### src/lane_test_map.svh
// Register offsets, field positions and reset values of the lane test control block
`ifndef LANE_TEST_MAP_SVH
`define LANE_TEST_MAP_SVH
`define LT_CTRL_OFFS 12'h0bc
`define LT_FAIL_OFFS 12'h0c0
`define LT_MASK_OFFS 12'h0c4
`define LT_FAIL_NUM_LANES 24
`define LT_EN_RESET 8'hff
`define LT_INV_BIT 24
`define LT_TX_PATTERN_RESYNC_BIT 25
`define LT_RX_PATTERN_RESYNC_BIT 26
`define LT_FAIL_RESET 24'h00_0000
`define LT_MASK_RESET 24'h00_0000
`endif

### src/lane_test_pkg.sv
// Types of the lane test control block
`default_nettype none
package lane_test_pkg;
  typedef struct packed {
    logic [7:0] third_port_lane_enables;
    logic [7:0] second_port_lane_enables;
    logic [7:0] first_port_lane_enables;
  } lane_enables_t;

  typedef struct packed {
    lane_enables_t en;
    logic tx_stream_invert;
    logic [23:0] fail;
    logic [23:0] mask;
    logic [31:0] rdata;
    logic tx_resync;
    logic rx_resync;
    logic irq;
  } state_t;
endpackage : lane_test_pkg
`default_nettype wire

### src/lane_test_ctrl.sv
// Per-lane serial test control, invert, resync and failure status
// Notes on behaviour
// - Three 8-bit lane enable fields, bit n picks lane n of a port.
// - In test mode, disabled lanes ignore receive input and hold transmit quiescent.
// - Outside test mode the lane enables change nothing.
// - Lane enable fields reset to all ones; one means enabled.
// - Invert bit flips the selected transmit stream in any mode; resets zero.
// - Writing one to tx resync in sync test mode restarts pattern generators; reads zero.
// - Writing one to rx resync in sync test mode restarts pattern checkers; reads zero.
// - Enabled lane error in test mode sets its failure flag; write one clears.
//
// The plain strobed port was chosen for this implementation.
`timescale 1ns/100ps
`default_nettype none
`include "lane_test_map.svh"
module lane_test_ctrl (
  input wire logic mclk_i, // 20 MHz clock
  input wire logic resetn_i, // Async reset, active low
  input wire logic [11:0] addr_i, // Register byte address
  input wire logic [31:0] wdata_i, // Write data
  input wire logic wr_i, // Write strobe
  input wire logic rd_i, // Read strobe
  output logic [31:0] rdata_o, // Read data, cycle after strobe
  input wire logic test_mode_i, // Serial test mode active
  input wire logic sync_mode_i, // Test mode needs synchronisation
  input wire logic [23:0] rx_serial_i, // Received lane bits, from pins
  input wire logic [23:0] tx_stream_i, // Selected transmit stream per lane
  input wire logic [23:0] lane_error_i, // Checker error pulse per lane
  output logic [23:0] rx_lane_o, // Receive bits seen by checkers
  output logic [23:0] tx_serial_o, // Transmit bits to lanes
  output logic [23:0] lane_active_o, // Lane takes part in the test
  output logic tx_resync_o, // Pattern generator resync pulse
  output logic rx_resync_o, // Pattern checker resync pulse
  output logic irq_o // Unmasked failure pending
);
  lane_test_pkg::state_t s_q;
  lane_test_pkg::state_t s_d;
  logic [23:0] rx_meta_q;
  logic [23:0] rx_sync_q;
  logic [23:0] tx_out_q;
  logic [23:0] en_bits;
  logic [23:0] active;

  // ****************************************************
  // Lane gating
  // ****************************************************
  assign en_bits = s_q.en;

  genvar g;
  generate
    for (g = 0; g < `LT_FAIL_NUM_LANES; g++) begin : g_lane
      assign active[g] = !test_mode_i || en_bits[g];
    end
  endgenerate

  // Pin inputs pass two flops before any use
  always_ff @(posedge mclk_i or negedge resetn_i) begin
    if (!resetn_i) begin
      rx_meta_q <= 24'h00_0000;
      rx_sync_q <= 24'h00_0000;
      tx_out_q <= 24'h00_0000;
    end else begin
      rx_meta_q <= rx_serial_i;
      rx_sync_q <= rx_meta_q;
      tx_out_q <= active & (tx_stream_i ^ {24{s_q.tx_stream_invert}});
    end
  end

  assign rx_lane_o = rx_sync_q & active;
  assign tx_serial_o = tx_out_q;
  assign lane_active_o = active;

  // ****************************************************
  // Registers
  // ****************************************************
  always_comb begin
    s_d = s_q;
    s_d.tx_resync = 1'b0;
    s_d.rx_resync = 1'b0;
    s_d.rdata = 32'h0000_0000;
    if (wr_i && addr_i == `LT_CTRL_OFFS) begin
      s_d.en = wdata_i[23:0];
      s_d.tx_stream_invert = wdata_i[`LT_INV_BIT];
      s_d.tx_resync = wdata_i[`LT_TX_PATTERN_RESYNC_BIT] && test_mode_i && sync_mode_i;
      s_d.rx_resync = wdata_i[`LT_RX_PATTERN_RESYNC_BIT] && test_mode_i && sync_mode_i;
    end
    if (wr_i && addr_i == `LT_MASK_OFFS) begin
      s_d.mask = wdata_i[23:0];
    end
    // Write one clears, new error wins
    if (wr_i && addr_i == `LT_FAIL_OFFS) begin
      s_d.fail = s_q.fail & ~wdata_i[23:0];
    end
    if (test_mode_i) begin
      s_d.fail = s_d.fail | (lane_error_i & en_bits);
    end
    if (rd_i) begin
      case (addr_i)
        // Resync bits always read zero
        `LT_CTRL_OFFS: s_d.rdata = {7'h00, s_q.tx_stream_invert, s_q.en};
        `LT_FAIL_OFFS: s_d.rdata = {8'h00, s_q.fail};
        `LT_MASK_OFFS: s_d.rdata = {8'h00, s_q.mask};
        default: s_d.rdata = 32'h0000_0000;
      endcase
    end
    s_d.irq = |(s_d.fail & s_d.mask);
  end

  always_ff @(posedge mclk_i or negedge resetn_i) begin
    if (!resetn_i) begin
      s_q <= '{en: '{`LT_EN_RESET, `LT_EN_RESET, `LT_EN_RESET}, tx_stream_invert: 1'b0,
               fail: `LT_FAIL_RESET, mask: `LT_MASK_RESET, rdata: 32'h0000_0000,
               tx_resync: 1'b0, rx_resync: 1'b0, irq: 1'b0};
    end else begin
      s_q <= s_d;
    end
  end

  assign rdata_o = s_q.rdata;
  assign tx_resync_o = s_q.tx_resync;
  assign rx_resync_o = s_q.rx_resync;
  assign irq_o = s_q.irq;
endmodule : lane_test_ctrl
`default_nettype wire

### config.mk
export PLATFORM = sky130hd
export DESIGN_NAME = lane_test_ctrl
export DESIGN_NICKNAME = d
export VERILOG_FILES = /design/src/lane_test_pkg.sv /design/src/lane_test_ctrl.sv
export VERILOG_INCLUDE_DIRS = /design/src
export SDC_FILE = /design/constraint.sdc
export NUM_CORES = 1
export LEC_CHECK = 0
export ABC_AREA = 1
export BUFFER_PORTS_ARGS = -buffer_cell sky130_fd_sc_hd__buf_2
export CORE_MARGIN = 2
export CORE_UTILIZATION = 30
export CTS_BUF_LIST = sky130_fd_sc_hd__clkbuf_4 sky130_fd_sc_hd__clkbuf_8 sky130_fd_sc_hd__clkbuf_16
export CTS_CLUSTER_DIAMETER = 120
export CTS_CLUSTER_SIZE = 30
export DETAILED_ROUTE_END_ITERATION = 16
export PLACE_DENSITY = 0.49
export SYNTH_ARGS = -nofsm -noshare
export SYNTH_HDL_FRONTEND = slang
export SYNTH_SLANG_ARGS = --single-unit
### constraint.sdc
create_clock -name mclk_i -period 1.5 [get_ports mclk_i]
set_input_delay 0.225 -clock mclk_i [delete_from_list [all_inputs] [get_ports mclk_i]]
set_output_delay 0.225 -clock mclk_i [all_outputs]
set_load 0.03 [all_outputs]
==> results.ini, run 1 <==
[floorplan]
die_w_um = 161
dieArea_mm2 = 0.0259
fp.dieH_um = 161
ioPinCount = 229
initial_utilization_pct = 30.4
rows = 57
core_mm2 = 0.0242

[sta]
finalHoldViolCount = 0
max_freq_mhz = 631
setup_viol = 32
fin_ws_ns = -0.0845
min_period_ns = 1.58
rsz0062_at_grt = true
finClkSkew_ns = 0.0105
drv_slew = 0
setup_tns_ns = -1.14
min_period_over_period_pct = 106

[route]
drt_iter0_drc = 282
vias_per_cell = 4.42
wl_per_cell_um = 16.4
drtPass1Iterations = 5
ant_nets = 0
drc = 0
num_vias = 6236
finalWirelength_mm = 23.1

[power]
p_switching_mw = 2.88
finalPower_mw = 10.5
pwr-share-seq_pct = 46.1
p_per_area_mw_per_mm2 = 987
switching_share_pct = 27.5
intPower_mw = 7.60
combPwrFrac_pct = 10.7
leakage_nw = 5.32
vdd_drop_max_mv = 0.624
clkPwrFrac_pct = 43.2

[setup_path]
end_kind = output pin
critPathSlowestCell = dfstp_2
cp-start-kind = flip-flop
path_cells = nor2_4 -> nor2_2 -> buf_6
path_delay_family = flip-flops
ff2ff_setup_slack_ns = 0.14
slowest_delay_ns = 0.61
cp_data_arrival_time_ns = 1.36
critPathMaxFanout = 3
reg2reg_from = en_bits[9]
setup.worst_path.start = en_bits[2]
regToRegEndpoint = irq_o
crit_cells = 3
timing.critical_path.buf_inv = 1
endpoint = rx_lane_o[2]
crit_type = flip-flop to output pin
rr_worst_depth = 9
cp.required_ns = 1.27

[place]
numPortBuffers = 216
gp_congestion = 0.771
dp_hpwl_mm = 16.2
placed_area_mm2 = 0.00913
pre_cts_ws_ns = -0.452

[cts]
cts_htree_levels = 4
cts_tree = yes
numCtsBuffers = 17
cts_sinks = 173
cts_root_buf = clkbuf_16
clock_latency_ns = 0.43
clk_pin_slew_ns = 0.07
ctsLongestPathBuffers = 2

[synth]
ys_ff_latch = 173
netlist_area_mm2 = 0.00738
seq_area_frac_synth_pct = 59.1
synth_cell_type_count = 30
syn_area_per_cell_um2 = 9.34
ys_warn_count = 0
netlist_instances = 790

[flow_run]
max_cap_viol_count = 0

[finish]
utilization_pct = 43.8
fin_area_mm2 = 0.0106
multiInputGateArea_mm2 = 0.00247
layout-drive-gt1-share_pct = 41.5
nNetsFinal = 1195
final_common_cell = buf_2
layout_common_cells = buf_2 (167), dfrtp_1 (148), nand2_1 (122)
final-seq-area_mm2 = 0.00436
fillers = 2440
synthToLayoutAreaGrowth_pct = 43.9

[global_routing]
grt_max_degree = 51
met1_usage_pct = 24.4
grt_first_pass_wirelength_mm = 34.9
antenna_found_initial = 2
grt_pass1_vias = 6213
globalRouteMet2Util_pct = 27.8
busiest_layer = met2
overflow = 0
track_usage_pct = 17.7
grt_util_met3_pct = 4.18

[worst_hold_path]
hold_class = input pin to flip-flop

[outcome]
failed_checks = negative setup slack
run_status = complete, but fails checks

kinds of logic after synthesis:
| family | synth area share (%) |
|---|---|
| AND/OR/NAND/NOR | 20.1 |
| flip-flops | 59.1 |
| XOR/XNOR | 2.85 |
| AO/OA/AOI/OAI | 7.02 |
| multiplexers | 0.305 |
| other | 0.0508 |
| buffers and inverters | 10.7 |
per-layer routing:
layer	vias up	share of wire, %
li1	3013	-
met1	2985	46
met4	2	1.4
met5	-	0.030
met3	24	5.5
met2	212	47
worst register-to-register path, stage by stage (launching register included):
cell     delay [ns]
dfstp_2        0.41
buf_4          0.15
nand3_1        0.07
nand3_1        0.10
nand2_1        0.09
nand2_2        0.07
nor2_1         0.14
nand2_1        0.07
nor2_1         0.10
nand2_1        0.06
power by group through the flow:
stage / clock network (mW) / registers, mW / logic, mW
2_1_floorplan: 0 / 4.98 / 0.419
3_3_place_gp: 0 / 4.92 / 0.974
3_5_place_dp: 0 / 4.92 / 0.978
4_1_cts: 4.64 / 4.83 / 1.11
5_1_grt: 4.84 / 4.84 / 1.22
6_report: 4.53 / 4.83 / 1.12
synthesized netlist by cell type:
master,instances,area [um^2]
inv_2,1,3.75
o21ai_1,8,40.0
o31ai_4,1,21.3
inv_1,96,360
conb_1,1,3.75
buf_2,8,40.0
nand4_1,19,119
a221oi_1,19,166
nor2_2,4,25.0
nor2_8,1,20.0
buf_6,5,56.3
nor2_1,141,529
nor2_4,1,11.3
nand3_1,45,225
clkbuf_1,12,45.0
nor3_1,1,5.00
buf_1,3,11.3
a31oi_1,5,31.3
nand2_1,130,488
mux2_2,2,22.5
o21ai_2,9,78.8
nand2_2,6,37.5
dfstp_2,24,631
nand3_2,2,20.0
o21ai_0,35,175
dfrtp_1,149,3730
clkinv_1,2,7.51
buf_4,35,263
xnor2_1,24,210
a21oi_1,1,5.00
cell type report:
type / instances / share of cell area (%)
flip-flops and latches: 173 / 41.1
multi-input cells: 461 / 23.3
repair buffers: 321 / 22.8
clock buffers: 17 / 4.01
well taps: 324 / 3.82
inverters: 99 / 3.51
clock inverters: 15 / 1.57
diodes: 1 / 0.0236
per-stage QoR:
step / cells / hold WS (ns)
6_report: 1411 / 0.0362
5_1_grt: 1410 / 0.0207
4_1_cts: 1403 / 0.0167
3_5_place_dp: 1326 / 0.133
3_3_place_gp: 1326 / 0.128
2_1_floorplan: 796 / -0.0706
what timing repair did:
item                                   4_1_cts  5_1_grt
buffers inserted                            21        3
hold buffers                                25        0
pin swaps                                    5       16
endpoints found under the hold margin       53        0
gates cloned                                 0        4
gates resized for setup                     83       42
setup endpoints to repair                   49       49
state kept, by name, indices dropped and copies added, names as in the netlist:
register / count
en_bits: 24
rx_sync_q: 24
rx_resync_o: 1
s_q: 49
irq_o: 1
tx_resync_o: 1
tx_serial_o: 24
rdata_o: 25
rx_meta_q: 24
worst min path at each step:
stage,start,to,slack (ns),depth (start not counted)
after floorplan,resetn_i,irq_o,-0.07,0
after detailed placement,resetn_i,rx_meta_q[21],0.13,1
after global routing,tx_stream_i[2],tx_serial_o[2],0.02,3
after CTS,tx_stream_i[10],tx_serial_o[10],0.02,3
final,tx_stream_i[8],tx_serial_o[8],0.04,3
after global placement,resetn_i,rx_meta_q[21],0.13,1
Note: power is estimated with default switching activity, not from simulation.
==> run 2, diff against run 1 <==
--- a/config.mk
+++ b/config.mk
@@ -8,13 +8,14 @@
 export LEC_CHECK = 0
 export ABC_AREA = 1
 export BUFFER_PORTS_ARGS = -buffer_cell sky130_fd_sc_hd__buf_2
-export CORE_MARGIN = 2
+export CORE_MARGIN = 3
 export CORE_UTILIZATION = 30
 export CTS_BUF_LIST = sky130_fd_sc_hd__clkbuf_4 sky130_fd_sc_hd__clkbuf_8 sky130_fd_sc_hd__clkbuf_16
 export CTS_CLUSTER_DIAMETER = 120
 export CTS_CLUSTER_SIZE = 30
 export DETAILED_ROUTE_END_ITERATION = 16
 export PLACE_DENSITY = 0.49
+export SKIP_LAST_GASP = 1
 export SYNTH_ARGS = -nofsm -noshare
 export SYNTH_HDL_FRONTEND = slang
 export SYNTH_SLANG_ARGS = --single-unit
==> run 2 against run 1 <==
Against the previous run: the flow still finishes with violations (negative setup slack); via count shrank 2.2%; critical path depth stayed put; largest cell class unchanged; design area fell by 1.8%; clock skew grew 0.0028 ns; utilization about the same; clock power decreased by 4.9%; global-route usage about the same; combinational power about the same; flip-flop and latch count unchanged; count of clock-buffer cells in the layout unchanged.
==> results.ini, run 2 (synthesized netlist as in run 1, its figures left out) <==
[sta]
min_period_over_period_pct = 107  ; +0.87 points
fin_ws_ns = -0.0976  ; -0.0131 ns
rsz0062_at_grt = true
finClkSkew_ns = 0.0132  ; +0.00275 ns
min_period_ns = 1.60  ; +0.0131 ns
max_freq_mhz = 626  ; -0.82%
setup_viol = 33  ; +3.1%
finalHoldViolCount = 0  ; unchanged
drv_slew = 0  ; unchanged

[setup_path]
reg2reg_from = en_bits[21]
regToRegEndpoint = irq_o
cp.required_ns = 1.27  ; about the same
crit_type = flip-flop to output pin
rr_worst_depth = 7  ; -2
cp-start-kind = flip-flop
ff2ff_setup_slack_ns = 0.12  ; -0.02 ns
end_kind = output pin
cp_data_arrival_time_ns = 1.37  ; about the same
critPathMaxFanout = 3  ; unchanged

[route]
drc = 0  ; unchanged
finalWirelength_mm = 23.0  ; -0.52%
vias_per_cell = 4.36  ; -1.4%
wl_per_cell_um = 16.4  ; +0.26%
drtPass1Iterations = 5  ; unchanged
drt_iter0_drc = 376  ; +33%
ant_nets = 0  ; unchanged
num_vias = 6099  ; -2.2%

[finish]
layout-drive-gt1-share_pct = 40.2  ; -1.3 points
largest_reg_flops = 49  ; unchanged
utilization_pct = 43.8  ; about the same
nNetsFinal = 1189  ; -0.50%
fillers = 2418  ; -0.90%
final_common_cell = buf_2
layout_common_cells = buf_2 (172), dfrtp_1 (149), nand2_1 (123)
synthToLayoutAreaGrowth_pct = 41.3
final-seq-area_mm2 = 0.00436  ; about the same
fin_area_mm2 = 0.0104  ; -1.8%
multiInputGateArea_mm2 = 0.00243  ; -1.7%
regMostFlops = s_q

[cts]
cts_sinks = 173  ; unchanged
cts_htree_levels = 4  ; unchanged
clock_latency_ns = 0.43  ; about the same
cts_tree = yes
ctsLongestPathBuffers = 2  ; unchanged
numCtsBuffers = 17  ; unchanged
clk_pin_slew_ns = 0.07  ; about the same
cts_root_buf = clkbuf_16

[floorplan]
core_mm2 = 0.0238  ; -1.8%
die_w_um = 163  ; +1.2%
initial_utilization_pct = 31.0  ; +0.54 points
ioPinCount = 229  ; unchanged
dieArea_mm2 = 0.0265  ; +2.5%
rows = 56  ; -1.8%
fp.dieH_um = 163  ; +1.2%

[place]
dp_hpwl_mm = 16.4  ; +1.3%
gp_congestion = 0.816  ; +5.8%
numPortBuffers = 216  ; unchanged
placed_area_mm2 = 0.00912  ; about the same

[worst_hold_path]
hold_depth = 2  ; -1
hold_class = input pin to flip-flop
min-delay-start = wdata_i[24]
whs_endpoint = s_q[83]

[global_routing]
overflow = 0  ; unchanged
grt_first_pass_wirelength_mm = 35.9  ; +2.8%
track_usage_pct = 17.6  ; -0.038 points
grt_max_degree = 60  ; +18%
grt_pass1_vias = 6317  ; +1.7%
antenna_found_initial = 2  ; unchanged

[power]
combPwrFrac_pct = 10.7  ; about the same
p_switching_mw = 2.82  ; -2.2%
leakage_nw = 5.25  ; -1.4%
clkPwrFrac_pct = 42.1  ; -1.1 points
switching_share_pct = 27.6  ; +0.044 points
intPower_mw = 7.41  ; -2.4%
vdd_drop_max_mv = 0.665  ; +6.6%
pwr-share-seq_pct = 47.2  ; +1.1 points
p_per_area_mw_per_mm2 = 982  ; -0.53%

[outcome]
failed_checks = negative setup slack
run_status = complete, but fails checks

[flow_run]
max_cap_viol_count = 0  ; unchanged

==> run 2: cell types whose count changed in the layout (fill, tap and decap cells not counted), moves of 2 or more <==
| cell | previous run | this run |
|---|---|---|
| o21ai_1 | 10 | 8 |
| nor2_4 | 14 | 11 |
| buf_4 | 77 | 75 |
| nand3_2 | 0 | 2 |
| buf_2 | 167 | 172 |
| buf_6 | 35 | 28 |
| nor2_1 | 98 | 108 |
| nor2_2 | 34 | 27 |
| clkbuf_16 | 21 | 18 |
==> run 2: through the flow <==
stage | total power, mW | hold slack [ns] | setup TNS, ns | instances | setup slack [ns]
CTS | 10.4 | 0.0224 | -2.18 | 1397 | -0.114
detailed placement | 5.90 | 0.114 | -10.07 | 1318 | -0.315
global placement | 5.89 | 0.117 | -8.50 | 1318 | -0.287
floorplan | 5.40 | -0.0706 | -0.00709 | 796 | -0.00709
global route | 10.7 | 0.0286 | -4.17 | 1400 | -0.148
finish | 10.2 | 0.0378 | -0.970 | 1400 | -0.0976
==> run 2: layer usage <==
layer | part of all wire [%] | vias to the layer above | track usage [%]
li1 | - | 2998 | -
met1 | 45 | 2895 | 24.6
met2 | 48 | 185 | 28.1
met3 | 6.0 | 19 | 3.99
met4 | 0.93 | 2 | 3.96
met5 | 0.057 | - | 0
==> run 2: power groups by stage <==
stage / Sequential (mW) / Clock (mW) / Combinational (mW)
3_5_place_dp: 4.92 / 0 / 0.979
4_1_cts: 4.83 / 4.45 / 1.11
2_1_floorplan: 4.98 / 0 / 0.419
5_1_grt: 4.84 / 4.67 / 1.20
6_report: 4.83 / 4.31 / 1.10
3_3_place_gp: 4.92 / 0 / 0.979
==> run 2: final cells by class <==
cell class | count | area share [%]
Clock buffer | 17 | 4.08
Clock inverter | 15 | 1.38
Tap cell | 319 | 3.83
Timing Repair Buffer | 315 | 22.0
Antenna cell | 1 | 0.0240
Sequential cell | 173 | 41.8
Multi-Input combinational cell | 461 | 23.3
Inverter | 99 | 3.58
==> run 2: how the worst max path moves through the flow <==
stage / startpoint / end / slack [ns] / cells past startpoint
2_1_floorplan: addr_i[11] / irq_o / -0.007 / 14
3_3_place_gp: addr_i[1] / irq_o / -0.29 / 14
3_5_place_dp: addr_i[1] / irq_o / -0.31 / 14
4_1_cts: en_bits[2] / rx_lane_o[2] / -0.11 / 3
5_1_grt: en_bits[2] / rx_lane_o[2] / -0.15 / 3
6_report: en_bits[2] / rx_lane_o[2] / -0.1 / 3
==> run 2: repair_timing <==
action / 4_1_cts / 5_1_grt
hold buffers: 25 / 0
endpoints found under the setup margin: 48 / 49
endpoints found under the hold margin: 73 / 0
pin swaps: 2 / 4
cloned: 0 / 1
gates resized for setup: 80 / 12
setup buffers: 23 / 1
==> run 2: critical path, stage by stage, from the launching register on <==
cell	delay, ns
dfstp_2	0.61
nor2_4	0.07
nor2_1	0.10
buf_4	0.17
==> run 3, diff against run 2 <==
--- a/config.mk
+++ b/config.mk
@@ -7,13 +7,14 @@
 export NUM_CORES = 1
 export LEC_CHECK = 0
 export ABC_AREA = 1
-export BUFFER_PORTS_ARGS = -buffer_cell sky130_fd_sc_hd__buf_2
-export CORE_MARGIN = 3
+export BUFFER_PORTS_ARGS = -buffer_cell sky130_fd_sc_hd__buf_4
+export CORE_MARGIN = 4
 export CORE_UTILIZATION = 30
 export CTS_BUF_LIST = sky130_fd_sc_hd__clkbuf_4 sky130_fd_sc_hd__clkbuf_8 sky130_fd_sc_hd__clkbuf_16
 export CTS_CLUSTER_DIAMETER = 120
 export CTS_CLUSTER_SIZE = 30
 export DETAILED_ROUTE_END_ITERATION = 16
+export HOLD_SLACK_MARGIN = 0.12
 export PLACE_DENSITY = 0.49
 export SKIP_LAST_GASP = 1
 export SYNTH_ARGS = -nofsm -noshare
==> run 3 against run 2 <==
Against the previous run: first-iteration DRC count up 13%; largest cell class unchanged; final cell count up 6.1%; the flow still finishes with violations (negative setup slack); non-clock buffer count up 81; critical path depth unchanged.
==> results.ini, run 3 (synthesized netlist as in run 1, its figures left out) <==
[setup_path]
slowest_delay_ns = 0.59  ; -0.02 ns
crit_top_cell = nor2_2
critPathMaxFanout = 3  ; unchanged
critPathSlowestCell = dfstp_2
rr_worst_depth = 7  ; unchanged
path_delay_family = flip-flops
cp-start-kind = flip-flop
crit_type = flip-flop to output pin
cp_data_arrival_time_ns = 1.37  ; about the same
ff2ff_setup_slack_ns = 0.18  ; +0.06 ns
end_kind = output pin
regToRegEndpoint = irq_o
cp.required_ns = 1.27  ; about the same
timing.critical_path.buf_inv = 1  ; unchanged
reg2reg_from = en_bits[21]
path_cells = nor2_2 -> nor2_2 -> buf_6

[power]
finalPower_mw = 11.0  ; +7.3%
switching_share_pct = 25.3  ; -2.3 points
leakage_nw = 5.74  ; +9.2%
intPower_mw = 8.21  ; +11%
combPwrFrac_pct = 12.6  ; +1.9 points
pwr-share-seq_pct = 44.0  ; -3.2 points
vdd_drop_max_mv = 0.645  ; -3.0%
p_per_area_mw_per_mm2 = 934  ; -4.8%
p_switching_mw = 2.78  ; -1.4%
clkPwrFrac_pct = 43.4  ; +1.3 points

[cts]
clock_latency_ns = 0.43  ; about the same
cts_sinks = 173  ; unchanged
cts_root_buf = clkbuf_16
ctsLongestPathBuffers = 2  ; unchanged
cts_tree = yes
cts_htree_levels = 4  ; unchanged
clk_pin_slew_ns = 0.07  ; about the same
numCtsBuffers = 17  ; unchanged

[finish]
diodes = 0  ; -1
layout-drive-gt1-share_pct = 39.0  ; -1.2 points
fillers = 2311  ; -4.4%
nNetsFinal = 1270  ; +6.8%
largest_reg_flops = 49  ; unchanged
synthToLayoutAreaGrowth_pct = 59.3
layout_common_cells = buf_4 (250), dfrtp_1 (148), nand2_1 (123)
regMostFlops = s_q
final_common_cell = buf_4
utilization_pct = 48.5  ; +4.7 points

[floorplan]
initial_utilization_pct = 30.4  ; -0.54 points
core_mm2 = 0.0242  ; +1.8%
dieArea_mm2 = 0.0272  ; +2.5%
die_w_um = 165  ; +1.2%
rows = 57  ; +1.8%
fp.dieH_um = 165  ; +1.2%
ioPinCount = 229  ; unchanged

[route]
drt_iter0_drc = 424  ; +13%
finalWirelength_mm = 24.4  ; +6.0%
num_vias = 6506  ; +6.7%
wl_per_cell_um = 16.4  ; about the same
drtPass1Iterations = 5  ; unchanged
drc = 0  ; unchanged
wl_met3_mm = 1.43  ; +4.5%
ant_nets = 0  ; unchanged
vias_per_cell = 4.38  ; +0.57%
wl_met2_mm = 11.6  ; +5.5%
top_layer_used = met4
m1WireLength_mm = 11.0  ; +5.6%

[global_routing]
overflow = 0  ; unchanged
track_usage_pct = 17.8  ; +0.20 points
grt_max_degree = 57  ; -5.0%
grt_first_pass_wirelength_mm = 37.0  ; +3.3%
antenna_found_initial = 0  ; -2
grt_pass1_vias = 6702  ; +6.1%

[sta]
max_freq_mhz = 628  ; +0.33%
setup_tns_ns = -0.909  ; +0.0611 ns
rsz0062_at_grt = true
tightestPinTransition_ns = 0.516
finalHoldViolCount = 0  ; unchanged
drv_slew = 0  ; unchanged
max_slew_margin_pct = 65.6
fin_ws_ns = -0.0923  ; +0.00529 ns
setup_viol = 26  ; -21%
min_period_ns = 1.59  ; -0.00529 ns
min_period_over_period_pct = 106  ; -0.35 points
finClkSkew_ns = 0.00867  ; -0.00454 ns

[place]
dp_hpwl_mm = 17.0  ; +3.3%
pre_cts_ws_ns = -0.415  ; -0.100 ns
numPortBuffers = 216  ; unchanged
gp_congestion = 0.807  ; -1.0%

[worst_hold_path]
whs_endpoint = s_q[59]
min-delay-start = lane_error_i[0]
hold_depth = 4  ; +2
hold_class = input pin to flip-flop

[outcome]
failed_checks = negative setup slack
run_status = complete, but fails checks

[flow_run]
max_cap_viol_count = 0  ; unchanged

==> run 3: cell types whose count changed in the layout (fill, tap and decap cells not counted), sizes merged <==
cell / before / now
inv: 106 / 103
clkbuf: 18 / 22
clkinv: 7 / 3
clkinvlp: 1 / 3
diode: 1 / 0
buf: 289 / 294
bufinv: 0 / 3
dlygate4sd3: 25 / 99
==> run 3: tightest hold or removal path, delay by kind of cell <==
kind	cells	cell delay (ns)
buffers and inverters	2	0.19
and+or+nand+nor	2	0.17
==> run 3: worst max-delay path by stage <==
stage,startpoint,to,cells past startpoint
floorplan,addr_i[11],irq_o,14
global placement,addr_i[11],rdata_o[22],11
detailed placement,addr_i[1],irq_o,15
CTS,en_bits[2],rx_lane_o[2],3
global route,en_bits[1],rx_lane_o[1],3
finish,en_bits[14],rx_lane_o[14],3
==> run 3: cell type report <==
| type | count | area (um^2) | share of cell area [%] |
|---|---|---|---|
| sequential | 173 | 4360 | 37.1 |
| timing repair buffer | 396 | 3530 | 30.0 |
| multi-input combinational | 461 | 2470 | 21.0 |
| clock buffer | 19 | 453 | 3.85 |
| tap | 324 | 405 | 3.45 |
| inverter | 99 | 373 | 3.17 |
| clock inverter | 13 | 178 | 1.51 |
==> run 3: what timing repair did <==
action                                 CTS  global route
pin swaps                                0             9
hold buffers                            99             0
setup endpoints to repair               48            51
setup buffers                           24             1
cloned                                   0             3
gates resized for setup                 39            31
endpoints found under the hold margin  265             0
==> run 3: metal layers <==
metal	vias to the layer above	global-route usage, %
met3	23	3.89
met2	201	28.1
met1	3126	24.8
met5	-	0
met4	0	5.10
li1	3156	-
==> run 3: metrics by stage <==
| step | hold slack (ns) | area (um^2) | std cells |
|---|---|---|---|
| 2_1_floorplan | -0.0706 | 7510 | 796 |
| 3_3_place_gp | 0.137 | 9650 | 1327 |
| 3_5_place_dp | 0.138 | 9650 | 1327 |
| 4_1_cts | 0.156 | 11600 | 1481 |
| 5_1_grt | 0.196 | 11800 | 1485 |
| 6_report | 0.176 | 11800 | 1485 |
==> run 3: power groups by stage <==
stage	clock, mW	combinational (mW)	sequential, mW
floorplan	0	0.419	4.98
global placement	0	1.13	4.92
detailed placement	0	1.13	4.92
CTS	4.89	1.38	4.83
global route	5.08	1.50	4.84
finish	4.77	1.38	4.83
